$ cat src/pkg/sas_consts.svh
// constants of the smoke alarm sequencer: offsets, fields, resets, timing
// Behaviour
// - idle timebase 1.65 s, one smoke check each
// - skip check during led, chirp, horn on
// - battery check every 24 timebase cycles
// - smoke: 41.67 ms period, horn enabled
// - alarm horn 500 ms on, 500 ms off
// - recheck smoke in horn off; clear stops horn
// - alarm ends only in horn off phase
// - local smoke: no battery alarm, led 1 hz
// - remote smoke: led also inhibited
// - local smoke drives the interconnect line
// - line driver off three cycles after reset
// - test low: no strobing, comparator shows smoke
// - each power strobe lasts 10 ms
// - battery judged during led pulse, ~40 s
// - led pulse loads battery 11.6 ms
// - local smoke selects more sensitive threshold
// - comparators strobed at most once per timebase cycle
`ifndef SAS_CONSTS_SVH
`define SAS_CONSTS_SVH

// clock rate and time to cycle conversion
`define SAS_CLK_MHZ 250
`define SAS_US2CYC(t) ((t) * `SAS_CLK_MHZ)

// times in microseconds
`define SAS_T_IDLE_US 1650000
`define SAS_T_SMOKE_US 41670
`define SAS_T_HORN_US 500000
`define SAS_T_STROBE_US 10000
`define SAS_T_LED_US 11600
`define SAS_T_CHIRP_US 11600

// counts in timebase cycles
`define SAS_BAT_EVERY 5'h18
`define SAS_IO_HOLD 2'h3

// register word offsets
`define SAS_REG_CTRL 8'h00
`define SAS_REG_STATUS 8'h04
`define SAS_REG_ISTAT 8'h08
`define SAS_REG_IMASK 8'h0c

// field positions
`define SAS_CTRL_TEST 0
`define SAS_IRQ_SMOKE 0
`define SAS_IRQ_CLEAR 1
`define SAS_IRQ_REMOTE 2
`define SAS_IRQ_LOWBAT 3

// reset values
`define SAS_CTRL_RST 1'h0
`define SAS_MASK_RST 4'h0
`define SAS_PIN_RST 4'h4

`endif

$ cat src/pkg/sas_pkg.sv
// types of the smoke alarm sequencer
package sas_pkg;
  // alarm condition
  typedef enum logic [1:0] {
    sas_st_idle,
    sas_st_local,
    sas_st_remote
  } sas_state_t;
  // counter word for long timers
  typedef logic [31:0] sas_cnt_t;
  // interrupt event vector
  typedef logic [3:0] sas_irq_t;
endpackage

$ cat src/pkg/sas_tb_if.sv
// link between the sequencer and its timebase divider
`timescale 1ns/10ps
interface sas_tb_if;
  logic fast; // select smoke period
  logic tick; // one-cycle end of timebase cycle
  modport gen(input fast, output tick);
  modport user(output fast, input tick);
endinterface

$ cat src/sas_timebase.sv
// timebase divider with idle and smoke periods
`timescale 1ns/10ps
`include "sas_consts.svh"
module sas_timebase
  import sas_pkg::*;
#(
  parameter sas_cnt_t IDLE_CYC = 32'(`SAS_US2CYC(`SAS_T_IDLE_US)),
  parameter sas_cnt_t SMOKE_CYC = 32'(`SAS_US2CYC(`SAS_T_SMOKE_US))
) (
  // clock and reset
  input wire logic clk_i,
  input wire logic rst_i,
  // sequencer side
  sas_tb_if.gen tb
);
  sas_cnt_t cnt_r; // cycles into current period
  sas_cnt_t last; // final count of selected period

  // a switch to the short period with the count past its end wraps at once rather than running on
  assign last = tb.fast ? SMOKE_CYC - 32'h1 : IDLE_CYC - 32'h1;

  // period counter and tick
  always_ff @(posedge clk_i) begin
    if (rst_i) begin
      cnt_r <= '0;
      tb.tick <= 1'b0;
    end else if (cnt_r >= last) begin
      cnt_r <= '0;
      tb.tick <= 1'b1;
    end else begin
      cnt_r <= cnt_r + 32'h1;
      tb.tick <= 1'b0;
    end
  end
endmodule

$ cat src/sas_seq.sv
// smoke alarm sequencer: strobing, alarm states, horn, led, line, bus
`timescale 1ns/10ps
`include "sas_consts.svh"
module sas_seq
  import sas_pkg::*;
#(
  parameter sas_cnt_t IDLE_CYC = 32'(`SAS_US2CYC(`SAS_T_IDLE_US)),
  parameter sas_cnt_t SMOKE_CYC = 32'(`SAS_US2CYC(`SAS_T_SMOKE_US)),
  parameter sas_cnt_t HORN_CYC = 32'(`SAS_US2CYC(`SAS_T_HORN_US)),
  parameter sas_cnt_t STROBE_CYC = 32'(`SAS_US2CYC(`SAS_T_STROBE_US)),
  parameter sas_cnt_t LED_CYC = 32'(`SAS_US2CYC(`SAS_T_LED_US)),
  parameter sas_cnt_t CHIRP_CYC = 32'(`SAS_US2CYC(`SAS_T_CHIRP_US))
) (
  // clock and reset
  input wire logic clk_i,
  input wire logic rst_i,
  // wishbone slave
  input wire logic wb_cyc_i,
  input wire logic wb_stb_i,
  input wire logic wb_we_i,
  input wire logic [7:0] wb_adr_i,
  input wire logic [3:0] wb_sel_i,
  input wire logic [31:0] wb_dat_i,
  output logic [31:0] wb_dat_o,
  output logic wb_ack_o,
  // comparator and test pins
  input wire logic smoke_cmp_i,
  input wire logic lowbat_cmp_i,
  input wire logic test_n_i,
  // interconnect line
  input wire logic io_i,
  output logic io_o,
  output logic io_oe_o,
  // alarm outputs
  output logic horn_o,
  output logic led_o,
  output logic strobe_o,
  output logic comp_o,
  output logic hyst_o,
  output logic irq_o
);
  localparam logic [3:0] PIN_RST = `SAS_PIN_RST;

  sas_tb_if tb(); // timebase link

  // pin synchronisers
  logic [3:0] pin_raw; // raw pins
  logic [3:0] s1_r, s2_r, s3_r; // three flops per pin
  logic [3:0] pin_f_r; // accepted level
  logic smoke_f, lowbat_f, testn_f, io_f; // filtered pins

  // sequencing state
  sas_state_t state_r, state_nxt; // alarm condition
  logic [1:0] hold_cnt_r; // ticks since reset
  logic [4:0] bat_cnt_r; // ticks toward battery check
  logic strobe_r; // comparator power strobe
  sas_cnt_t strobe_cnt_r; // strobe length counter
  logic led_r; // led pulse running
  logic led_bat_r; // led pulse is a battery check
  sas_cnt_t led_cnt_r; // led pulse counter
  logic chirp_r; // low battery chirp running
  sas_cnt_t chirp_cnt_r; // chirp counter
  logic ph_on_r; // horn modulation on phase
  sas_cnt_t ph_cnt_r; // modulation phase counter
  logic smoke_r; // last strobed smoke result
  logic [4:0] oe_hist_r; // recent own line drive

  // bus registers
  logic ack_r; // bus acknowledge
  logic [31:0] dat_r; // read data
  logic ctrl_test_r; // software forced test mode
  sas_irq_t istat_r; // sticky interrupt status
  sas_irq_t imask_r; // interrupt mask

  // decoded terms
  logic test, alarm, io_ready, skip;
  logic strobe_end, sample_ev, led_end, chirp_start;
  logic ph_wrap, alarm_enter, ph_start, led_start;
  logic bat_due;
  logic wb_hit, wb_wr;
  sas_irq_t ev, clr;

  assign pin_raw = {io_i, test_n_i, lowbat_cmp_i, smoke_cmp_i};

  // three flops per pin; a change counts once the last two agree
  genvar g;
  for (g = 0; g < 4; g++) begin : g_sync
    always_ff @(posedge clk_i) begin
      if (rst_i) begin
        s1_r[g] <= PIN_RST[g];
        s2_r[g] <= PIN_RST[g];
        s3_r[g] <= PIN_RST[g];
        pin_f_r[g] <= PIN_RST[g];
      end else begin
        s1_r[g] <= pin_raw[g];
        s2_r[g] <= s1_r[g];
        s3_r[g] <= s2_r[g];
        if (s2_r[g] == s3_r[g]) begin
          pin_f_r[g] <= s3_r[g];
        end
      end
    end
  end

  assign smoke_f = pin_f_r[0];
  assign lowbat_f = pin_f_r[1];
  assign testn_f = pin_f_r[2];
  assign io_f = pin_f_r[3];

  // test mode from the pin or from software
  assign test = ~testn_f | ctrl_test_r;
  assign alarm = (state_r != sas_st_idle);
  assign io_ready = (hold_cnt_r == `SAS_IO_HOLD);
  // no check while led, chirp or horn burst is busy
  assign skip = led_r | chirp_r | (alarm & ph_on_r);
  assign strobe_end = strobe_r & (strobe_cnt_r == STROBE_CYC - 32'h1);
  // in test mode the comparators are read every cycle
  assign sample_ev = test | strobe_end;
  assign led_end = led_r & (led_cnt_r == LED_CYC - 32'h1);
  assign bat_due = tb.tick & (state_r == sas_st_idle) & (bat_cnt_r == `SAS_BAT_EVERY - 5'h1);
  // chirp only for a failed check with no alarm running
  assign chirp_start = led_end & led_bat_r & lowbat_f & (state_r == sas_st_idle)
                       & (state_nxt == sas_st_idle);
  assign ph_wrap = alarm & (ph_cnt_r == HORN_CYC - 32'h1);
  assign alarm_enter = ~alarm & (state_nxt != sas_st_idle);
  assign ph_start = alarm_enter | (ph_wrap & ~ph_on_r);
  // led at each on phase gives one pulse per second in local smoke
  // a battery pulse racing into remote smoke is dropped, not started
  assign led_start = (ph_start & (state_nxt == sas_st_local))
                     | (bat_due & (state_nxt == sas_st_idle));

  // timebase runs fast whenever an alarm is sounding
  assign tb.fast = alarm;

  sas_timebase #(
    .IDLE_CYC(IDLE_CYC),
    .SMOKE_CYC(SMOKE_CYC)
  ) u_tb (
    .clk_i(clk_i),
    .rst_i(rst_i),
    .tb(tb)
  );

  // alarm condition transitions
  always_comb begin
    state_nxt = state_r;
    case (state_r)
      sas_st_idle: begin
        if (sample_ev & smoke_f) begin
          state_nxt = sas_st_local;
        end else if (io_f & (oe_hist_r == 5'h0)) begin
          state_nxt = sas_st_remote;
        end
      end
      sas_st_local: begin
        // smoke gone: leave only while horn is silent
        if (sample_ev & ~smoke_f & ~ph_on_r) begin
          state_nxt = sas_st_idle;
        end
      end
      sas_st_remote: begin
        if (sample_ev & smoke_f) begin
          state_nxt = sas_st_local;
        end else if (~io_f & ~ph_on_r) begin
          state_nxt = sas_st_idle;
        end
      end
      default: state_nxt = sas_st_idle;
    endcase
  end

  // state register
  always_ff @(posedge clk_i) begin
    if (rst_i) begin
      state_r <= sas_st_idle;
    end else begin
      state_r <= state_nxt;
    end
  end

  // driver hold-off after power up, counted in timebase ticks
  always_ff @(posedge clk_i) begin
    if (rst_i) begin
      hold_cnt_r <= 2'h0;
    end else if (tb.tick & ~io_ready) begin
      hold_cnt_r <= hold_cnt_r + 2'h1;
    end
  end

  // battery schedule counts idle timebase cycles only
  always_ff @(posedge clk_i) begin
    if (rst_i) begin
      bat_cnt_r <= 5'h0;
    end else if (bat_due) begin
      bat_cnt_r <= 5'h0;
    end else if (tb.tick & (state_r == sas_st_idle)) begin
      bat_cnt_r <= bat_cnt_r + 5'h1;
    end
  end

  // power strobe: one per tick unless busy or in test
  always_ff @(posedge clk_i) begin
    if (rst_i) begin
      strobe_r <= 1'b0;
      strobe_cnt_r <= '0;
    end else if (test) begin
      strobe_r <= 1'b0;
      strobe_cnt_r <= '0;
    end else if (strobe_end) begin
      strobe_r <= 1'b0;
      strobe_cnt_r <= '0;
    end else if (strobe_r) begin
      strobe_cnt_r <= strobe_cnt_r + 32'h1;
    end else if (tb.tick & ~skip) begin
      strobe_r <= 1'b1;
    end
  end

  // smoke result held between strobes
  always_ff @(posedge clk_i) begin
    if (rst_i) begin
      smoke_r <= 1'b0;
    end else if (sample_ev) begin
      smoke_r <= smoke_f;
    end
  end

  // led pulse; remote smoke never starts one
  always_ff @(posedge clk_i) begin
    if (rst_i) begin
      led_r <= 1'b0;
      led_bat_r <= 1'b0;
      led_cnt_r <= '0;
    end else if (led_end) begin
      led_r <= 1'b0;
      led_bat_r <= 1'b0;
      led_cnt_r <= '0;
    end else if (led_r) begin
      led_cnt_r <= led_cnt_r + 32'h1;
    end else if (led_start) begin
      led_r <= 1'b1;
      led_bat_r <= bat_due;
    end
  end

  // low battery chirp
  always_ff @(posedge clk_i) begin
    if (rst_i) begin
      chirp_r <= 1'b0;
      chirp_cnt_r <= '0;
    end else if (chirp_r) begin
      if (chirp_cnt_r == CHIRP_CYC - 32'h1) begin
        chirp_r <= 1'b0;
        chirp_cnt_r <= '0;
      end else begin
        chirp_cnt_r <= chirp_cnt_r + 32'h1;
      end
    end else if (chirp_start) begin
      chirp_r <= 1'b1;
    end
  end

  // horn modulation; a burst always runs to its end
  always_ff @(posedge clk_i) begin
    if (rst_i) begin
      ph_on_r <= 1'b0;
      ph_cnt_r <= '0;
    end else if (alarm_enter) begin
      ph_on_r <= 1'b1;
      ph_cnt_r <= '0;
    end else if (~alarm) begin
      ph_on_r <= 1'b0;
      ph_cnt_r <= '0;
    end else if (ph_wrap) begin
      ph_on_r <= ~ph_on_r;
      ph_cnt_r <= '0;
    end else begin
      ph_cnt_r <= ph_cnt_r + 32'h1;
    end
  end

  // pin outputs, all registered
  always_ff @(posedge clk_i) begin
    if (rst_i) begin
      horn_o <= 1'b0;
      led_o <= 1'b0;
      strobe_o <= 1'b0;
      comp_o <= 1'b0;
      hyst_o <= 1'b0;
      io_o <= 1'b0;
      io_oe_o <= 1'b0;
      oe_hist_r <= 5'h0;
    end else begin
      horn_o <= (alarm & ph_on_r) | chirp_r;
      led_o <= led_r;
      // strobing bypassed: comparators held powered
      strobe_o <= strobe_r | test;
      comp_o <= test ? smoke_f : smoke_r;
      hyst_o <= (state_r == sas_st_local);
      io_o <= 1'b1;
      io_oe_o <= (state_r == sas_st_local) & io_ready;
      // own drive echoes back through the synchroniser for a few cycles
      oe_hist_r <= {oe_hist_r[3:0], io_oe_o};
    end
  end

  // interrupt events
  always_comb begin
    ev = '0;
    ev[`SAS_IRQ_SMOKE] = (state_nxt == sas_st_local) & (state_r != sas_st_local);
    ev[`SAS_IRQ_CLEAR] = (state_r == sas_st_local) & (state_nxt == sas_st_idle);
    ev[`SAS_IRQ_REMOTE] = (state_r == sas_st_idle) & (state_nxt == sas_st_remote);
    ev[`SAS_IRQ_LOWBAT] = chirp_start;
  end

  // bus decode
  assign wb_hit = wb_cyc_i & wb_stb_i & ~ack_r;
  assign wb_wr = wb_hit & wb_we_i & wb_sel_i[0];
  assign clr = (wb_wr & ({wb_adr_i[7:2], 2'h0} == `SAS_REG_ISTAT)) ? wb_dat_i[3:0] : 4'h0;

  // sticky status: a new event beats a clear in the same cycle
  always_ff @(posedge clk_i) begin
    if (rst_i) begin
      istat_r <= '0;
    end else begin
      istat_r <= (istat_r & ~clr) | ev;
    end
  end

  // writable registers
  always_ff @(posedge clk_i) begin
    if (rst_i) begin
      ctrl_test_r <= `SAS_CTRL_RST;
      imask_r <= `SAS_MASK_RST;
    end else if (wb_wr) begin
      case ({wb_adr_i[7:2], 2'h0})
        `SAS_REG_CTRL: ctrl_test_r <= wb_dat_i[`SAS_CTRL_TEST];
        `SAS_REG_IMASK: imask_r <= wb_dat_i[3:0];
        default: ;
      endcase
    end
  end

  // ack one cycle after request, read data with it; unmapped reads zero
  always_ff @(posedge clk_i) begin
    if (rst_i) begin
      ack_r <= 1'b0;
      dat_r <= '0;
    end else begin
      ack_r <= wb_hit;
      if (wb_hit) begin
        case ({wb_adr_i[7:2], 2'h0})
          `SAS_REG_CTRL: dat_r <= {31'h0, ctrl_test_r};
          `SAS_REG_STATUS: dat_r <= {24'h0, io_ready, lowbat_f, chirp_r, led_r,
                                     ph_on_r, test, state_r};
          `SAS_REG_ISTAT: dat_r <= {28'h0, istat_r};
          `SAS_REG_IMASK: dat_r <= {28'h0, imask_r};
          default: dat_r <= '0;
        endcase
      end
    end
  end

  assign wb_ack_o = ack_r;
  assign wb_dat_o = dat_r;

  // level interrupt
  always_ff @(posedge clk_i) begin
    if (rst_i) begin
      irq_o <= 1'b0;
    end else begin
      irq_o <= |(istat_r & imask_r);
    end
  end

  sas_cnt_t strobe_len_q; // helper: cycles strobe has been high
  always_ff @(posedge clk_i) begin
    if (rst_i | ~strobe_o) begin
      strobe_len_q <= '0;
    end else begin
      strobe_len_q <= strobe_len_q + 32'h1;
    end
  end
endmodule

$ cat config.mk
export PLATFORM = sky130hd
export DESIGN_NAME = sas_seq
export DESIGN_NICKNAME = d
export VERILOG_FILES = /design/src/pkg/sas_pkg.sv /design/src/pkg/sas_tb_if.sv /design/src/sas_timebase.sv /design/src/sas_seq.sv
export VERILOG_INCLUDE_DIRS = /design/src /design/src/pkg
export SDC_FILE = /design/constraint.sdc
export NUM_CORES = 1
export LEC_CHECK = 0
export ABC_AREA = 1
export ABC_CLOCK_PERIOD_IN_PS = 2350
export BUFFER_PORTS_ARGS = -buffer_cell sky130_fd_sc_hd__buf_2
export CORE_UTILIZATION = 60
export DETAILED_ROUTE_END_ITERATION = 16
export PLACE_DENSITY = 0.8
export SLEW_MARGIN = 20
export SYNTH_ARGS = -nofsm -noshare
export SYNTH_HDL_FRONTEND = slang
export SYNTH_SLANG_ARGS = --single-unit
$ cat constraint.sdc
create_clock -name clk_i -period 2.35 [get_ports clk_i]
set_input_delay 0.3525 -clock clk_i [delete_from_list [all_inputs] [get_ports clk_i]]
set_output_delay 0.3525 -clock clk_i [all_outputs]
set_load 0.01 [all_outputs]
==> summary.md <==
| Metric | Value |
|---|---|
| Gate power share | 0.024 |
| Hold path start | io_i |
| Die Area | about 0.019 mm² |
| Max Cap Viol | 0 |
| CP Cell Sequence | nor2_4 > buf_4 > ha_1 > nand2_1 > nor2_1 > o21ai_0 > nand3_1 > nand3_1 > nand3_1 > a21oi_1 > nand3_1 > buf_4 > nor3_1 |
| Final Hold Fails | 0 |
| Seq/Total Area, Yosys | 0.405 |
| Slew Viols, Final | 0 |
| Top cells by area, synth | dfxtp_1, nand2_1, nor2_1, inv_1, xor2_1 |
| Total power draw | 0.00763 W |
| Commonest non-fill, non-tap cell in the layout | nand2_1 |
| Fin nets | 1656 |
| Num rows | about 50 |
| Highest Clock Rate | roughly 0.46 GHz |
| Chip width | about 140 µm |
| Critical Path Max Stage Delay | around 0.35 ns |
| Hold Path Class | in2reg |
| Layout cell share with drive strength beyond 1 | 0.106 |
| Global-route wire length before repair | 39000 µm |
| Most used routing layer | met2 |
| Port buffer count | 36 |
| Final worst-path cycle share | 0.930 |
| Distinct cells, synth | 55 |
| CTS sink cnt | 223 |
| Mapped Area | ~0.011 mm² |
| Synth warn | 0 |
| Layout area overhead | 11.3% |
| Initial antenna violation count | 1 |
| Vias per std cell | 5.31 |
| Sw frac | 0.209 |
| Critical path type | reg2reg |
| CTS tree | done |
| Post-synth top area cell | dfxtp_1 |
| Chip height | 137 µm |
| P_int | a little over 0.006 W |
| Post-synth EDFFs | 0 |
| Setup ws final | between 0.15 and 0.2 ns |
| DR DRC count | 0 |
| Worst path buffer plus inverter count | 2 |
| Clock buffer depth | 3 |
| Starting density of the core | 0.613 |
| DRT Pass-1 Iters | 7 |
| Clock group share of total power | 0.473 |
| Final setup TNS | 0 ns |
| CP arrival | approximately 2.6 ns |
| Fin Clk Skew | ~0.009 ns |
| Vias in the first global route | ~8900 |
| Setup crit start | state_r[1]$_SDFF_PP0_ |
| GRT met2 Usage | 0.423 |
| Reg power frac | 0.502 |
| Leakage | 4.58 nW |
| Most frequent cells in the layout | nand2_1, nor2_1, dfxtp_1 |
| Sw Pwr | between 0.0015 and 0.002 W |
| Slowest stage cell, crit path | dfxtp_1 |
| CP dominant cell by count | nand3_1 |
| Grt met1 use | 0.322 |
| Startpoint class of the critical path | flop |
| CP required | 2.77 ns |
| Register bit total from synthesis | approximately 220 |
| Pwr dens | about 620 mW/mm² |
| Root Driver | clkbuf_16 |
| CTS clk-pin slew, worst paths | 0.05 ns |
| Top FF cell, synth | dfxtp_1 |
| H-tree depth | 1 |
| Core Area | ~0.018 mm² |
| Largest net degree at the start of global routing | 56 |
| GPL Wtd Cong | ~0.89 |
| Syn avg cell area | about 7.2 µm² |
| Hpwl dp | ~17000 µm |
| Avg WL per Cell | 12.7 µm |
| CP max FO | 9 |
| Worst setup EP type | flop |
| Post-DRT Antenna Nets | 0 |
| Critical R2R Launch | state_r[1]$_SDFF_PP0_ |
| Setup-failing EPs final | 0 |
| Detailed Route Iter0 Violations | ~670 |
| Routed vias | 9722 |
| Run status | finished, final reports clean |
| Min cycle time layout | between 2 and 2.5 ns |
| Worst-Margin Slew | 0.616 ns |
| VDD IR max | 0.658 mV |
| Crit path max-delay family | simple AND/OR/NAND/NOR gates |
| Detailed Route WL | approximately 23000 µm |
| Max-slew headroom | 0.585 |
| Post-synth ARST share | 0 |
| DP Worst Slack | between 0.1 and 0.15 ns |
| Synth top area share | 0.405 |
| Cts bufs inserted | 25 |
| Met3 Use GR | 0.0342 |
| Syn Inst Count | between 1500 and 2000 |
| Clk_lat worst skew | between 0.5 and 0.6 ns |
| Hold Slack | 0.0464 ns |
| Boundary Pins | 94 |
| Gr usage total | 0.249 |
| Grt total ovfl | 0 |
power by group through the flow:
| stage | combinational, W | sequential, W | clock (W) |
|---|---|---|---|
| final | 0.000186 | 0.00383 | 0.00361 |
| after global routing | 0.000211 | 0.00383 | 0.00384 |
| after CTS | 0.000186 | 0.00383 | 0.00370 |
| after detailed placement | 0.000183 | 0.00392 | 0 |
| after global placement | 0.000180 | 0.00391 | 0 |
| after floorplan | 0.000150 | 0.00391 | 0 |
synth_stat cells (6+ instances only):
| cell | number |
|---|---|
| nand4_1 | 38 |
| or2_2 | 13 |
| xnor2_1 | 24 |
| clkbuf_1 | 15 |
| nand3_2 | 6 |
| nor3_1 | 71 |
| inv_1 | 192 |
| dfxtp_1 | 223 |
| inv_2 | 7 |
| nand3_1 | 80 |
| nor4_1 | 24 |
| ha_1 | 17 |
| buf_4 | 25 |
| a21oi_1 | 84 |
| nor2_1 | 241 |
| nor2_2 | 16 |
| nor3b_1 | 9 |
| nand2_1 | 269 |
| o21ai_0 | 37 |
| nor3_2 | 6 |
| nand2_2 | 8 |
| buf_2 | 9 |
| xor2_1 | 51 |
path summary, 6_finish.rpt:
check,to,slack [ns],cells past startpoint
setup / recovery,u_tb.cnt_r[25]$_SDFF_PP0_,0.16,13
setup reg to reg,u_tb.cnt_r[25]$_SDFF_PP0_,0.16,13
hold / removal,s1_r[3]$_SDFF_PP0_,0.05,3
hold reg to reg,s2_r[2]$_SDFF_PP1_,0.40,1
tightest hold or removal path, delay by kind of cell:
family / cells / cell delay (ns)
buffers and inverters: 2 / 0.10
AND/OR/NAND/NOR: 1 / 0.06
stage by stage:
step,instances,instance area [µm²],utilization
4_1_cts,1826,12200,0.679
3_3_place_gp,1784,11400,0.636
5_1_grt,1831,12300,0.682
2_1_floorplan,1553,11100,-
3_5_place_dp,1784,11400,0.636
6_report,1831,12300,0.682
per-layer routing:
layer | vias to the layer above | part of all wire
li1 | 4999 | -
met1 | 4415 | 0.46
met2 | 246 | 0.46
met3 | 62 | 0.051
met4 | 0 | 0.030
met5 | - | 0
flip-flops by register name (all words and copies together), names as in the netlist, 4 cells and up:
signal and flops:
s2_r 4, ph_cnt_r 32, u_tb.cnt_r 32, chirp_cnt_r 32, bat_cnt_r 5, wb_dat_o 8
s1_r 4, imask_r 4, s3_r 4, led_cnt_r 32, oe_hist_r 5, istat_r 4
strobe_cnt_r 32
final cells by class:
class / count / area (µm²)
antenna: 1 / 2.50
clock buffer: 40 / 752
clock inverter: 2 / 12.5
fill: 1526 / 5710
inverter: 200 / 751
multi-input combinational: 1078 / 5620
sequential: 223 / 4460
tap: 229 / 287
timing repair buffer: 58 / 370
repair_timing:
item,4_1_cts,5_1_grt
resized for setup,0,5
setup buffers,0,4
hold buffers,0,0
endpoints found under the hold margin,0,0
setup endpoints to repair,0,36
cells by family (layout without fill, tap and decap cells):
logic type                 Yosys count  after routing  share of synthesized area
and+or+nand+nor                    807            807                      0.342
buffers and inverters              252            300                     0.0956
DFF                                223            223                      0.405
AOI/OAI and AO/OA                  153            153                     0.0776
xor gates and xnor gates            75             75                     0.0597
adders and majority gates           17             17                     0.0193
other                                1             27                   0.000341
No activity file was read; power rests on OpenSTA's default activity.
